`src/adc_result_map.vh`:
```
// register map, field positions and timing counts of the converter result block
// Overview of operation
// - left format: result 9..2 to high byte
// - left format: result 1..0 to low 7..6
// - right format: result 9..8 to high 1..0
// - right format: result 7..0 to low byte
// - result bytes writable, no reset value
// - acquisition interval precedes conversion start unless the acquisition code is 0
// - each result is 10-bit unsigned code
// - go bit starts, stays set, self-clears
// - acquisition field selects 0..20 bit periods
// - rc clock delays start one instruction
`ifndef ADC_RESULT_MAP_VH
`define ADC_RESULT_MAP_VH
`define OFS_CONTROL_ZERO 4'h0
`define OFS_CONTROL_ONE 4'h4
`define OFS_CONTROL_TWO 4'h8
`define OFS_RESULT_HIGH 4'hc
`define ADDR_RESULT_LOW 5'h10
`define ADDR_IRQ_STATUS 5'h14
`define ADDR_IRQ_MASK 5'h18
`define BIT_POWER_ON 0
`define BIT_GO 1
`define BIT_JUSTIFY 7
`define CONV_BITS 10
`define INSTR_CYCLES 4
`define BIT_PERIOD_CYCLES 16
`define RC_BIT_PERIOD_CYCLES 66
`endif

```
`src/adc_result_format_and_acquire.v`:
```
// converter control: registers on avalon-mm, acquisition delay, conversion sequencing, result formatting
//
// Design decisions made here: the register addresses and the Avalon-MM register port.
`include "adc_result_map.vh"
module adc_result_format_and_acquire #(
  parameter bit_period = `BIT_PERIOD_CYCLES,
  parameter rc_bit_period = `RC_BIT_PERIOD_CYCLES,
  parameter instr_cycles = `INSTR_CYCLES
) (
  input wire ref_clk,
  input wire srst,
  input wire [4:0] address,
  input wire read,
  input wire write,
  input wire [31:0] writedata,
  output reg [31:0] readdata,
  output reg waitrequest,
  output reg irq,
  output reg [3:0] input_channel_select,
  output reg [1:0] reference_source_select,
  output reg sample_enable,
  input wire [9:0] conversion_result
);
  localparam st_idle = 3'h0;
  localparam st_rc_wait = 3'h1;
  localparam st_acquire = 3'h2;
  localparam st_convert = 3'h3;

  reg [2:0] state;
  reg converter_power_on;
  reg go;
  reg result_justify_select;
  reg [2:0] acquisition_delay_select;
  reg [2:0] conversion_clock_select;
  reg [7:0] result_high_byte;
  reg [7:0] result_low_byte;
  reg conversion_done_irq_flag;
  reg irq_mask;
  reg [15:0] tick_cnt;
  reg [5:0] period_cnt;
  reg bus_done;
  reg [5:0] acq_periods;
  reg [15:0] bit_len;
  wire rc_clock;
  wire bit_tick;
  wire access;
  wire finish;
  wire wr_ctl0;
  wire [9:0] code;

  assign rc_clock = conversion_clock_select[1] & conversion_clock_select[0];
  assign access = (read | write) & waitrequest & ~bus_done;
  assign wr_ctl0 = access & write & (address == {1'b0, `OFS_CONTROL_ZERO});
  assign bit_tick = (tick_cnt == bit_len - 16'h0001);
  assign finish = (state == st_convert) & bit_tick & (period_cnt == 6'd`CONV_BITS - 6'd1);
  assign code = conversion_result;

  always @* begin
    case (acquisition_delay_select)
      3'h0: acq_periods = 6'd0;
      3'h1: acq_periods = 6'd2;
      3'h2: acq_periods = 6'd4;
      3'h3: acq_periods = 6'd6;
      3'h4: acq_periods = 6'd8;
      3'h5: acq_periods = 6'd12;
      3'h6: acq_periods = 6'd16;
      default: acq_periods = 6'd20;
    endcase
    bit_len = rc_clock ? rc_bit_period[15:0] : bit_period[15:0];
  end

  // sequencer; leaving power off aborts a conversion
  always @(posedge ref_clk) begin
    if (srst) begin
      state <= st_idle;
      go <= 1'b0;
      tick_cnt <= 16'h0000;
      period_cnt <= 6'd0;
      sample_enable <= 1'b0;
    end else begin
      tick_cnt <= (state == st_idle || bit_tick) ? 16'h0000 : tick_cnt + 16'h0001;
      case (state)
        st_idle: begin
          period_cnt <= 6'd0;
          if (wr_ctl0 && writedata[`BIT_GO] && converter_power_on) begin
            go <= 1'b1;
            sample_enable <= 1'b1;
            // a zero acquisition code must not leave a stray sampling cycle behind
            if (rc_clock) begin
              state <= st_rc_wait;
            end else if (acq_periods == 6'd0) begin
              sample_enable <= 1'b0;
              state <= st_convert;
            end else begin
              state <= st_acquire;
            end
          end
        end
        st_rc_wait: begin
          // one instruction time lets the core settle before sampling ends
          if (tick_cnt == instr_cycles[15:0] - 16'h0001) begin
            tick_cnt <= 16'h0000;
            if (acq_periods == 6'd0) begin
              sample_enable <= 1'b0;
              state <= st_convert;
            end else begin
              state <= st_acquire;
            end
          end
        end
        st_acquire: begin
          if (acq_periods == 6'd0 || (bit_tick && period_cnt == acq_periods - 6'd1)) begin
            period_cnt <= 6'd0;
            tick_cnt <= 16'h0000;
            sample_enable <= 1'b0;
            state <= st_convert;
          end else if (bit_tick) begin
            period_cnt <= period_cnt + 6'd1;
          end
        end
        st_convert: begin
          if (finish) begin
            go <= 1'b0;
            state <= st_idle;
          end else if (bit_tick) begin
            period_cnt <= period_cnt + 6'd1;
          end
        end
        default: state <= st_idle;
      endcase
      if (!converter_power_on) begin
        go <= 1'b0;
        sample_enable <= 1'b0;
        state <= st_idle;
      end
    end
  end

  // result bytes: no reset, written by software or at conversion end
  always @(posedge ref_clk) begin
    if (finish) begin
      if (result_justify_select) begin
        result_high_byte <= {6'h00, code[9:8]};
        result_low_byte <= code[7:0];
      end else begin
        result_high_byte <= code[9:2];
        result_low_byte <= {code[1:0], 6'h00};
      end
    end else if (access && write && address == {1'b0, `OFS_RESULT_HIGH}) begin
      result_high_byte <= writedata[7:0];
    end else if (access && write && address == `ADDR_RESULT_LOW) begin
      result_low_byte <= writedata[7:0];
    end
  end

  // control registers, interrupt and bus slave
  always @(posedge ref_clk) begin
    if (srst) begin
      converter_power_on <= 1'b0;
      input_channel_select <= 4'h0;
      reference_source_select <= 2'h0;
      result_justify_select <= 1'b0;
      acquisition_delay_select <= 3'h0;
      conversion_clock_select <= 3'h0;
      conversion_done_irq_flag <= 1'b0;
      irq_mask <= 1'b0;
      irq <= 1'b0;
      waitrequest <= 1'b1;
      bus_done <= 1'b0;
      readdata <= 32'h00000000;
    end else begin
      waitrequest <= ~access;
      bus_done <= access;
      irq <= conversion_done_irq_flag & irq_mask;
      if (access && write) begin
        case (address)
          {1'b0, `OFS_CONTROL_ZERO}: begin
            input_channel_select <= writedata[5:2];
            converter_power_on <= writedata[`BIT_POWER_ON];
          end
          {1'b0, `OFS_CONTROL_ONE}: reference_source_select <= writedata[5:4];
          {1'b0, `OFS_CONTROL_TWO}: begin
            result_justify_select <= writedata[`BIT_JUSTIFY];
            acquisition_delay_select <= writedata[5:3];
            conversion_clock_select <= writedata[2:0];
          end
          `ADDR_IRQ_MASK: irq_mask <= writedata[0];
          default: ;
        endcase
      end
      // set wins over a write-one clear in the same cycle
      if (finish)
        conversion_done_irq_flag <= 1'b1;
      else if (access && write && address == `ADDR_IRQ_STATUS && writedata[0])
        conversion_done_irq_flag <= 1'b0;
      if (access && read) begin
        case (address)
          {1'b0, `OFS_CONTROL_ZERO}: readdata <= {26'h0, input_channel_select, go, converter_power_on};
          {1'b0, `OFS_CONTROL_ONE}: readdata <= {26'h0, reference_source_select, 4'h0};
          {1'b0, `OFS_CONTROL_TWO}: readdata <= {24'h0, result_justify_select, 1'b0,
                                                 acquisition_delay_select, conversion_clock_select};
          {1'b0, `OFS_RESULT_HIGH}: readdata <= {24'h0, result_high_byte};
          `ADDR_RESULT_LOW: readdata <= {24'h0, result_low_byte};
          `ADDR_IRQ_STATUS: readdata <= {31'h0, conversion_done_irq_flag};
          `ADDR_IRQ_MASK: readdata <= {31'h0, irq_mask};
          default: readdata <= 32'h00000000;
        endcase
      end
    end
  end
endmodule

```
`config.mk`:
```
export PLATFORM = sky130hd
export DESIGN_NAME = adc_result_format_and_acquire
export DESIGN_NICKNAME = d
export VERILOG_FILES = /design/src/adc_result_format_and_acquire.v
export VERILOG_INCLUDE_DIRS = /design/src
export SDC_FILE = /design/constraint.sdc
export NUM_CORES = 1
export LEC_CHECK = 0
export BUFFER_PORTS_ARGS = -buffer_cell sky130_fd_sc_hd__buf_4
export CORE_MARGIN = 3
export CORE_UTILIZATION = 30
export CTS_CLUSTER_SIZE = 14
export DETAILED_ROUTE_END_ITERATION = 10
export GPL_ROUTABILITY_DRIVEN = 0
export PLACE_DENSITY_LB_ADDON = 0.15
export SETUP_SLACK_MARGIN = 0.1
export SYNTH_ARGS = -nofsm -noshare
export SYNTH_HDL_FRONTEND = slang
export SYNTH_SLANG_ARGS = --single-unit
```
`constraint.sdc`:
```
create_clock -name ref_clk -period 2.67 [get_ports ref_clk]
set_clock_uncertainty 0.05 [all_clocks]
set_input_delay 0.267 -clock ref_clk [delete_from_list [all_inputs] [get_ports ref_clk]]
set_output_delay 0.267 -clock ref_clk [all_outputs]
set_load 0.05 [all_outputs]
```
== After elaboration in Yosys (flattened, before gate mapping) ==
Cells that the tools add are included.

* Register bits after elaboration: 94
* Latch bits: 0
* Memory bits (writable): 0
* ROM bits: 0
* Memories: 0

* $add $sub $neg: 4
* $mul: 0
* Divide/modulo/power cells: 0
* $lt $le $gt $ge: 0
* Equality and inequality tests: 26
* Shift operators: 0
* Mux-type cells: 37
* Bitwise gates (word level): 12
* Reduce and logical (&&, ||, !) cells: 31

{| class="wikitable"
|+ Operators with widths
! cell !! number
|-
| 2-to-1 mux 8 bit || 7
|-
| case mux 8 bit (7 select lines) || 1
|-
| 2-to-1 mux 16 bit || 3
|-
| case mux 5 bit (7 select lines) || 1
|-
| case mux 16 bit (2 select lines) || 1
|-
| 2-to-1 mux 6 bit || 3
|-
| case mux 6 bit (3 select lines) || 1
|-
| adder 16 x 1 -> 16 bit (second input constant) || 1
|-
| equality test 16 bit || 1
|-
| equality test 16 x 2 -> 1 bit (second input constant) || 1
|-
| subtractor 16 x 1 -> 16 bit (second input constant) || 1
|-
| equality test 5 bit (second input constant) || 3
|-
| equality test 3 x 2 -> 1 bit (second input constant) || 4
|-
| 2-to-1 mux 3 bit || 4
|-
| inequality test 2 bit (second input constant) || 6
|-
| case mux 3 bit (4 select lines) || 1
|-
| AND reduction 2 bit || 6
|-
| 2-to-1 mux 1 bit || 11
|-
| equality test 5 x 4 -> 1 bit (second input constant) || 2
|-
| equality test 3 bit (second input constant) || 3
|-
| logical AND 1 bit || 9
|-
| bitwise AND 1 bit || 8
|-
| nonzero test 2 bit || 4
|-
| 2-to-1 mux 7 bit || 1
|-
| other kinds (21) || 27
|}

== Depth between registers and ports, before layout ==
Gate-level depths: netlist of the first run.

* Depth in word-level cells: 9
* Mapped depth: 9

== Worst setup path before layout of the first run ==
Ideal clock, no wire load.

* Path type: reg2reg
* From: reg waitrequest
* To: reg result_high_byte[0] (enable)
* Setup time: 0.384 ns
* Arrival time: 1.762 ns
* Slack: 0.474 ns
* Stages on the path, launching flop included: 5
* Path through: dfxtp_1 and3b_1 clkbuf_1 nand2_1 o21ai_0

* Cells in the longest elaborated chain, start to end: 5

{| class="wikitable"
|+ Ends and longest elaborated chain
! what !! RTL line !! RTL
|-
| start, declared || adc_result_format_and_acquire.v:17 || <nowiki>output reg waitrequest,</nowiki>
|-
| start signal, assigned || adc_result_format_and_acquire.v:172 || <nowiki>waitrequest <= ~access;</nowiki>
|-
| bitwise AND 1 bit (2 in a row) || adc_result_format_and_acquire.v:52 || <nowiki>assign access = (read | write) & waitrequest & ~bus_done;</nowiki>
|-
| logical AND 1 bit (2 in a row) || adc_result_format_and_acquire.v:149 || <nowiki>end else if (access && write && address == {1'b0, `OFS_RESULT_HIGH}) begin</nowiki>
|-
| nonzero test 2 bit (no source line) || - ||
|-
| end signal, assigned || adc_result_format_and_acquire.v:143 || <nowiki>result_high_byte <= {6'h00, code[9:8]};</nowiki>
|-
| end signal, assigned || adc_result_format_and_acquire.v:146 || <nowiki>result_high_byte <= code[9:2];</nowiki>
|-
| end signal, assigned || adc_result_format_and_acquire.v:150 || <nowiki>result_high_byte <= writedata[7:0];</nowiki>
|-
| end, declared || adc_result_format_and_acquire.v:35 || <nowiki>reg [7:0] result_high_byte;</nowiki>
|}

No other way between the ends.
A chain may end at the register's enable or synchronous reset.

== Worst setup path in the final report of the first run ==
* From: reg tick_cnt[0]
* To: reg state[0]

* Cells in the longest elaborated chain, start to end: 5
* Elaborated cells between the ends (all ways): 10
* Those cells by class: eq/ne (5); bitwise (2); reduce/logical (3)

{| class="wikitable"
|+ Ends and longest elaborated chain
! what !! RTL line !! RTL
|-
| start, declared || adc_result_format_and_acquire.v:39 || <nowiki>reg [15:0] tick_cnt;</nowiki>
|-
| start signal, assigned || adc_result_format_and_acquire.v:81 || <nowiki>tick_cnt <= (state == st_idle || bit_tick) ? 16'h0000 : tick_cnt + 16'h0001;</nowiki>
|-
| equality test 16 bit || adc_result_format_and_acquire.v:54 || <nowiki>assign bit_tick = (tick_cnt == bit_len - 16'h0001);</nowiki>
|-
| bitwise AND 1 bit or logical AND 1 bit (tied branches) || adc_result_format_and_acquire.v:55, adc_result_format_and_acquire.v:112 ||
|-
| bitwise AND 1 bit or logical OR 1 bit (tied branches) || adc_result_format_and_acquire.v:55, adc_result_format_and_acquire.v:112 ||
|-
| inequality test 2 bit (no source line) || - ||
|-
| AND reduction 4 bit (no source line) (*) || - ||
|-
| end signal, assigned || adc_result_format_and_acquire.v:75 || <nowiki>state <= st_idle;</nowiki>
|-
| end signal, assigned || adc_result_format_and_acquire.v:90 || <nowiki>state <= st_rc_wait;</nowiki>
|-
| end signal, assigned || adc_result_format_and_acquire.v:93 || <nowiki>state <= st_convert;</nowiki>
|-
| end, declared || adc_result_format_and_acquire.v:29 || <nowiki>reg [2:0] state;</nowiki>
|}

Every way passes the cells marked *; elsewhere a longest branch is shown, timed or not.

==> results.json, run 1 <==
{
  "diodes": 0,
  "slew_headroom_pct": 61.8,
  "tns_ps": 0,
  "rsz0062_at_grt": "no",
  "drt_pass1_iterations": 4,
  "path_clk_slew_ps": 60,
  "p_total_mw": 2.44,
  "initial_utilization_pct": 31.5,
  "yosysTopAreaCell": "dfxtp_1",
  "worstMarginPinSlew_ps": 573,
  "ctsHoldBuffers": 0,
  "dpl.hpwl_mm": 6.64,
  "syn_avg_cell_area_um2": 9.20,
  "path_max_fanout": 5,
  "drc": 0,
  "power.density_nw_per_um2": 561,
  "min_period_ps": 2250,
  "yosys.area.top_type_share_pct": 28.8,
  "synth_area_um2": 3690,
  "finish.utilization_pct": 37.2,
  "via_per_inst": 5.03,
  "rows": 39,
  "cts_setup_buffers": 0,
  "grt_pass1_vias": 2749,
  "final_cells": 588,
  "async_reset_ff_share_pct": 0,
  "grt_remaining_overflow": 0,
  "yosys-top-cells-area": "dfxtp_1, edfxtp_1, nor2_1",
  "ys_ff_latch": 69,
  "cts.sinks": 69,
  "finalWorstSetupSlack_ps": 424,
  "leakage_nw": 1.67,
  "fin_crit_sh_pct": 84.1,
  "status": "finished, final reports clean",
  "preCtsSetupSlack_ps": 435,
  "fill_cells": 1209,
  "ir_drop_mv": 0.242,
  "track_usage_pct": 13.6,
  "numPortBuffers": 43,
  "cts_tree": "yes",
  "crit_buf_inv": 0,
  "end_kind": "flip-flop",
  "drive_gt1_share_pct": 18.9,
  "die_w_um": 117,
  "root_buffer": "clkbuf_16",
  "yosys.cell_types.count": 57,
  "netlist_instances": 401,
  "yosys_warnings": 0,
  "area_growth_pct": 18.0,
  "htreeDepth": 3,
  "arrival_ps": 2430,
  "crit_path_start_kind": "flip-flop",
  "synth_seq_area_share_pct": 41.8,
  "required_ps": 2860,
  "vias": 2960,
  "grt_pass1_wl_mm": 14.2,
  "slowest_delay_ps": 520,
  "worstHoldPathType": "in -> reg",
  "setup_viol": 0,
  "clk_path_buf_depth": 2,
  "placed_cells": 572,
  "ctsResizeCount": 0,
  "cp_cell_sequence": "ha_1 > nor4b_1 > nand4_1 > a21oi_4 > o211ai_4 > or4_1 > o31ai_1",
  "wl_mm": 9.11,
  "crit_family": "simple AND/OR/NAND/NOR gates",
  "antenna_found_initial": 0,
  "grt_max_degree": 28,
  "post_drt_wl_per_cell_um": 15.5,
  "clock_latency_ps": 330,
  "slew_violations": 0,
  "maxCapViolations": 0,
  "maxClockFrequency_mhz": 445,
  "critical_path.slowest_cell": "or4_1",
  "synth_edf_count": 16,
  "layout.nets": 499,
  "synth_flop_cell": "dfxtp_1",
  "antenna_left": 0,
  "drt_iter0_markers": 195,
  "die-area_um2": 13700,
  "pin_count": 92,
  "setup.worst_path.class": "reg -> reg",
  "die_h_um": 117,
  "core_area_um2": 11700,
  "hold_violations": 0,
  "cts_made_buffers": 9
}
-- flip-flops by register name (all words and copies together) (netlist names), 2 cells and up --
name                      flops
tick_cnt                     16
readdata                      8
result_high_byte              8
result_low_byte               8
period_cnt                    6
input_channel_select          4
acquisition_delay_select      3
conversion_clock_select       3
reference_source_select       2
state                         2
-- cells in the mapped netlist, types with 5 or more instances --
library cell and instances:
mux2_2 5, xor2_1 10, xnor2_1 10, o21ai_0 18
nand3_1 13, nor2_1 62, ha_1 8, inv_1 10
a22oi_1 11, edfxtp_1 16, clkbuf_1 19, dfxtp_1 53
nand4_1 6, buf_4 24, a22o_1 10, mux2i_1 21
and3_1 9, nand2_1 31, a21oi_1 10
-- tightest hold or removal path: stages --
cell	delay [ps]
buf_4	90
mux2i_1	60
nor2_1	80
-- kinds of logic after synthesis --
group | Yosys count | share of synthesized area (%)
xor gates and xnor gates | 20 | 4.75
muxes | 29 | 9.06
and+or+nand+nor | 153 | 20.4
AOI/OAI and AO/OA | 65 | 13.0
adders and majority gates | 8 | 2.71
buffers and inverters | 56 | 8.24
other | 1 | 0.102
DFF | 69 | 41.8
-- cell usage in the layout (no fill, tap or decap), drive strengths merged, types with 13 or more instances in the layout --
| cell type | netlist | final |
|---|---|---|
| mux2i | 22 | 22 |
| o21ai | 18 | 18 |
| nor2 | 62 | 62 |
| nand3 | 13 | 13 |
| dfxtp | 53 | 53 |
| nand2 | 31 | 31 |
| conb | 1 | 24 |
| edfxtp | 16 | 16 |
| buf | 26 | 51 |
-- per-layer routing --
metal | global-route usage, % | part of all wire [%] | vias to the layer above
met3 | 3.39 | 5.4 | 12
met1 | 17.9 | 48 | 1420
li1 | - | - | 1450
met2 | 21.7 | 45 | 78
met4 | 4.74 | 1.6 | 0
met5 | 0 | 0 | -
-- final timing paths --
path | start | end | slack (ps) | cells past startpoint
setup / recovery | tick_cnt[0]$_SDFF_PP0_ | state[0]$_SDFFE_PP0P_ | 420 | 7
hold / removal | writedata[7] | result_justify_select$_SDFFE_PP0P_ | 150 | 3
setup reg to reg | tick_cnt[0]$_SDFF_PP0_ | state[0]$_SDFFE_PP0P_ | 420 | 7
hold reg to reg | conversion_done_irq_flag$_SDFFE_PP0P_ | conversion_done_irq_flag$_SDFFE_PP0P_ | 430 | 2
-- report_power, final --
part | total, mW | switching, mW | internal (mW)
sequential | 1.08 | 0.00422 | 1.07
combinational | 0.209 | 0.151 | 0.0574
clock | 1.16 | 0.440 | 0.717
-- cell type report --
type	count	area, um2	area share, %
repair buffers	51	383	8.79
inverters	10	37.5	0.862
flip-flops and latches	69	1540	35.4
multi-input cells	299	1930	44.3
well taps	143	179	4.11
clock buffers	11	233	5.34
clock inverters	5	51.3	1.18
-- stage by stage --
step / instance area [um2] / hold WS, ps
after floorplan: 3770 / 361
after global placement: 4070 / 412
after detailed placement: 4070 / 419
after CTS: 4350 / 129
after global routing: 4350 / 153
final: 4350 / 149
No activity file was read; power rests on OpenSTA's default activity.
==> run 2: changes to the inputs <==
- clock period: 2.67 -> 2.3 ns (I/O delays scaled with it)
==> run 2 against run 1 <==
Compared with the run above:
- largest cell class unchanged
- total power up 21%
- sequential power up 16%
- clock power is 26% higher
- combinational power grew 15%
- die area is the same
- count of clock-buffer cells in the layout did not move
- critical path type unchanged
- highest routed layer unchanged
==> results.json, run 2 (synthesis results as in run 1) <==
{
  "ctsHoldBuffers": 0,
  "reg2regPathDepth": 6,
  "p_int_mw": 2.26,
  "path_clk_slew_ps": 60,
  "slew_headroom_pct": 65.9,
  "grt_remaining_overflow": 0,
  "via_per_inst": 4.94,
  "die-area_um2": 13700,
  "p_seq_share_pct": 42.4,
  "drt_iter0_markers": 174,
  "area_growth_pct": 22.1,
  "numPortBuffers": 43,
  "clk_path_buf_depth": 2,
  "top_register": "tick_cnt",
  "setup.worst_path.class": "reg -> reg",
  "drive_gt1_share_pct": 22.1,
  "final_cell_mix": "nor2_1, buf_4, dfxtp_1",
  "cts_made_buffers": 9,
  "preCtsSetupSlack_ps": 75.5,
  "ir_drop_mv": 0.386,
  "maxClockFrequency_mhz": 460,
  "cts_tree": "yes",
  "final_area_um2": 4500,
  "holdPathStages": 3,
  "root_buffer": "clkbuf_16",
  "min_period_ps": 2170,
  "dpl_cell_area_um2": 4160,
  "power_frac_clock_pct": 49.5,
  "die_h_um": 117,
  "grt_pass1_wl_mm": 14.8,
  "status": "finished, final reports clean",
  "pin_count": 92,
  "drc": 0,
  "post_drt_wl_per_cell_um": 15.7,
  "largest_reg_flops": 16,
  "p_switching_uw": 696,
  "cts.sinks": 69,
  "end_kind": "flip-flop",
  "finish.utilization_pct": 38.5,
  "slew_violations": 0,
  "initial_utilization_pct": 31.5,
  "tns_ps": 0,
  "p_sw_share_pct": 23.6,
  "required_ps": 2490,
  "arrival_ps": 2360,
  "track_usage_pct": 14.3,
  "final_cells": 599,
  "setup_viol": 0,
  "die_w_um": 117,
  "htreeDepth": 3,
  "worstMarginPinSlew_ps": 510,
  "crit_path_start_kind": "flip-flop",
  "mostFrequentLayoutCell": "nor2_1",
  "grt_pass1_vias": 2843,
  "fill_cells": 1196,
  "dpl.hpwl_mm": 6.88,
  "rows": 39,
  "leakage_nw": 1.75,
  "grt_max_degree": 28,
  "rsz0062_at_grt": "yes",
  "worstHoldPathType": "in -> reg",
  "wl_mm": 9.42,
  "core_area_um2": 11700,
  "p_comb_share_pct": 8.2,
  "vias": 2957,
  "hold_violations": 0,
  "antenna_found_initial": 0,
  "fin_crit_sh_pct": 94.4,
  "diodes": 0,
  "drt_pass1_iterations": 4,
  "clock_latency_ps": 340,
  "layout.nets": 510,
  "maxCapViolations": 0,
  "finalWorstSetupSlack_ps": 128,
  "placed_cells": 582,
  "power.density_nw_per_um2": 656,
  "antenna_left": 0,
  "path_max_fanout": 4
}
## run 2: timing repair
item / 4_1_cts / 5_1_grt
endpoints found under the setup margin: 2 / 24
endpoints found under the hold margin: 0 / 0
resized for setup: 2 / 4
setup buffers: 0 / 1
pin swaps: 1 / 4
## run 2: power by group through the flow
stage	registers, mW	clock network [mW]	logic [mW]
after floorplan	1.29	0	0.183
after global routing	1.25	1.57	0.259
after CTS	1.25	1.51	0.242
after detailed placement	1.28	0	0.241
final	1.25	1.46	0.241
after global placement	1.28	0	0.242
## run 2: final timing paths
check	start	slack, ps	to
worst max-delay path	tick_cnt[3]$_SDFF_PP0_	130	state[1]$_SDFFE_PP0P_
worst min-delay path	writedata[7]	90	result_justify_select$_SDFFE_PP0P_
worst min register to register	conversion_done_irq_flag$_SDFFE_PP0P_	440	conversion_done_irq_flag$_SDFFE_PP0P_
worst max register to register	tick_cnt[3]$_SDFF_PP0_	130	state[1]$_SDFFE_PP0P_
## run 2: routing by layer
| layer | global-route usage [%] | share of wire [%] |
|---|---|---|
| met1 | 17.8 | 46 |
| met5 | 0 | 0 |
| met2 | 22.9 | 46 |
| met4 | 6.73 | 2.8 |
| met3 | 4.06 | 5.3 |
## run 2: through the flow
stage	hold slack, ps	power [mW]
5_1_grt	104	3.09
4_1_cts	80.6	3.01
6_report	90.4	2.95
3_3_place_gp	425	1.52
3_5_place_dp	427	1.52
2_1_floorplan	324	1.47
## run 2: cell type report
class                      instances  area (um2)  share of cell area [%]
clock buffer                      11         233                    5.17
sequential                        69        1540                    34.3
multi-input combinational        299        1960                    43.5
tap                              143         179                    3.97
timing repair buffer              62         478                    10.6
clock inverter                     5        76.3                    1.69
inverter                          10        37.5                   0.834
## run 2: worst max-delay path: stages, from the launching register on
cell	delay [ps]
dfxtp_1	310
or4b_4	550
mux2i_4	200
o2111a_2	270
o211ai_4	110
or4_4	520
o31ai_2	80
==> run 3: changes to the inputs <==
- CORE_MARGIN: 3 -> 2
==> run 3 against run 2 <==
Compared with the run above:
- final area is 0.58% higher
- critical path depth did not move
- routed wire length fell by 2.7%
- worst setup slack gained 25 ps
- flip-flop and latch count stayed put
- utilization fell by 0.74 points
- sequential share of layout area shrank 0.20 points
- register-to-register slack gained 30 ps
- global-route usage barely moved
- sequential power about the same
- via count is 0.10% lower
- fmax up 1.2%
- largest power group unchanged
==> results.json, run 3 (synthesis results as in run 1) <==
{
  "path_max_fanout": 5,
  "clk_path_buf_depth": 2,
  "drt_pass1_iterations": 4,
  "p_total_mw": 3.03,
  "fin_crit_sh_pct": 93.3,
  "largest_reg_flops": 16,
  "p_sw_share_pct": 24.7,
  "min_from": "writedata[7]",
  "rows": 40,
  "required_ps": 2500,
  "die_w_um": 115,
  "cts.sinks": 69,
  "antenna_found_initial": 0,
  "busiest_layer": "met2",
  "grt_use_met3_pct": 3.80,
  "drt_iter0_markers": 115,
  "hold_violations": 0,
  "dpl_cell_area_um2": 4170,
  "final_cell_mix": "nor2_1, buf_4, dfxtp_1",
  "wl_mm": 9.17,
  "r2r_setup_slack_ps": 150,
  "root_buffer": "clkbuf_16",
  "area_growth_pct": 22.8,
  "critical_path.startpoint": "tick_cnt[1]$_SDFF_PP0_",
  "grt_pass1_vias": 2897,
  "die_h_um": 115,
  "grt_max_degree": 28,
  "slew_violations": 0,
  "initial_utilization_pct": 30.7,
  "grtUsageMet2_pct": 24.2,
  "p_comb_share_pct": 8.0,
  "path_clk_slew_ps": 60,
  "p_int_mw": 2.28,
  "layout.nets": 510,
  "end_kind": "flip-flop",
  "dpl.hpwl_mm": 6.77,
  "maxClockFrequency_mhz": 466,
  "grt_pass1_wl_mm": 14.6,
  "power.density_nw_per_um2": 668,
  "crit_path_start_kind": "flip-flop",
  "top_register": "tick_cnt",
  "crit-reg2reg-launch": "tick_cnt[1]$_SDFF_PP0_",
  "htreeDepth": 3,
  "drive_gt1_share_pct": 22.8,
  "clock_latency_ps": 330,
  "rsz0062_at_grt": "yes",
  "numPortBuffers": 43,
  "antenna_left": 0,
  "power_frac_clock_pct": 50.7,
  "diodes": 0,
  "worstMarginPinSlew_ps": 532,
  "track_usage_pct": 14.3,
  "worstHoldPathType": "in -> reg",
  "p_seq_share_pct": 41.3,
  "p_switching_uw": 748,
  "setup.worst_path.class": "reg -> reg",
  "vias": 2954,
  "leakage_nw": 1.75,
  "finish.utilization_pct": 37.7,
  "slew_headroom_pct": 64.4,
  "ir_drop_mv": 0.344,
  "drc": 0,
  "core_area_um2": 12000,
  "reg2regPathDepth": 6,
  "status": "finished, final reports clean",
  "grt_remaining_overflow": 0,
  "arrival_ps": 2350,
  "cts_made_buffers": 9,
  "cts_tree": "yes",
  "setup_viol": 0,
  "via_per_inst": 4.90,
  "holdWs_ps": 108,
  "tns_ps": 0,
  "maxCapViolations": 0,
  "final_area_um2": 4530,
  "mostFrequentLayoutCell": "nor2_1",
  "r2r_end": "state[0]$_SDFFE_PP0P_",
  "die-area_um2": 13200,
  "min_period_ps": 2150,
  "post_drt_wl_per_cell_um": 15.2,
  "crit_end": "state[0]$_SDFFE_PP0P_",
  "pin_count": 92,
  "use_met1_pct": 17.2
}
[run 3: critical path, stage by stage (launching register included)]
cell	delay [ps]
dfxtp_2	330
or4b_4	550
mux2i_4	190
o2111a_2	260
o211ai_4	100
or4_4	510
o31ai_1	70
[run 3: layout make-up]
| class | instances | area [um2] |
|---|---|---|
| Clock buffer | 9 | 225 |
| Clock inverter | 7 | 103 |
| Fill cell | 1229 | 7480 |
| Inverter | 10 | 37.5 |
| Multi-Input combinational cell | 299 | 1960 |
| Sequential cell | 69 | 1540 |
| Tap cell | 147 | 184 |
| Timing Repair Buffer | 62 | 478 |
[run 3: through the flow]
stage          instances  setup slack, ps
6_report             603              153
5_1_grt              603             65.7
4_1_cts              603              105
3_5_place_dp         587             30.9
3_3_place_gp         587              143
2_1_floorplan        424              104
[run 3: worst min path at each step]
stage | endpoint | slack, ps | depth (start not counted)
detailed placement | conversion_done_irq_flag$_SDFFE_PP0P_ | 420 | 2
finish | result_justify_select$_SDFFE_PP0P_ | 110 | 3
global placement | conversion_done_irq_flag$_SDFFE_PP0P_ | 410 | 2
global route | result_justify_select$_SDFFE_PP0P_ | 110 | 3
floorplan | converter_power_on$_SDFFE_PP0P_ | 320 | 2
CTS | result_justify_select$_SDFFE_PP0P_ | 100 | 3
[run 3: routing by layer]
layer / wire length, um / share of wire [%] / vias to the layer above
met1: 4170 / 45 / 1396
met5: 0 / 0 / -
met4: 150 / 1.6 / 0
met3: 442 / 4.8 / 13
met2: 4410 / 48 / 71
li1: - / - / 1474
[run 3: power groups by stage]
stage	sequential, mW	combinational (mW)	clock (mW)
after floorplan	1.29	0.183	0
after global placement	1.28	0.242	0
after detailed placement	1.28	0.242	0
after CTS	1.25	0.243	1.58
after global routing	1.25	0.258	1.62
final	1.25	0.241	1.53
[run 3: what timing repair did]
| item | 4_1_cts | 5_1_grt |
|---|---|---|
| endpoints found under the setup margin | 2 | 10 |
| pin swaps | 0 | 3 |
| setup buffers | 0 | 0 |
| resized for setup | 1 | 6 |
| hold buffers | 0 | 0 |
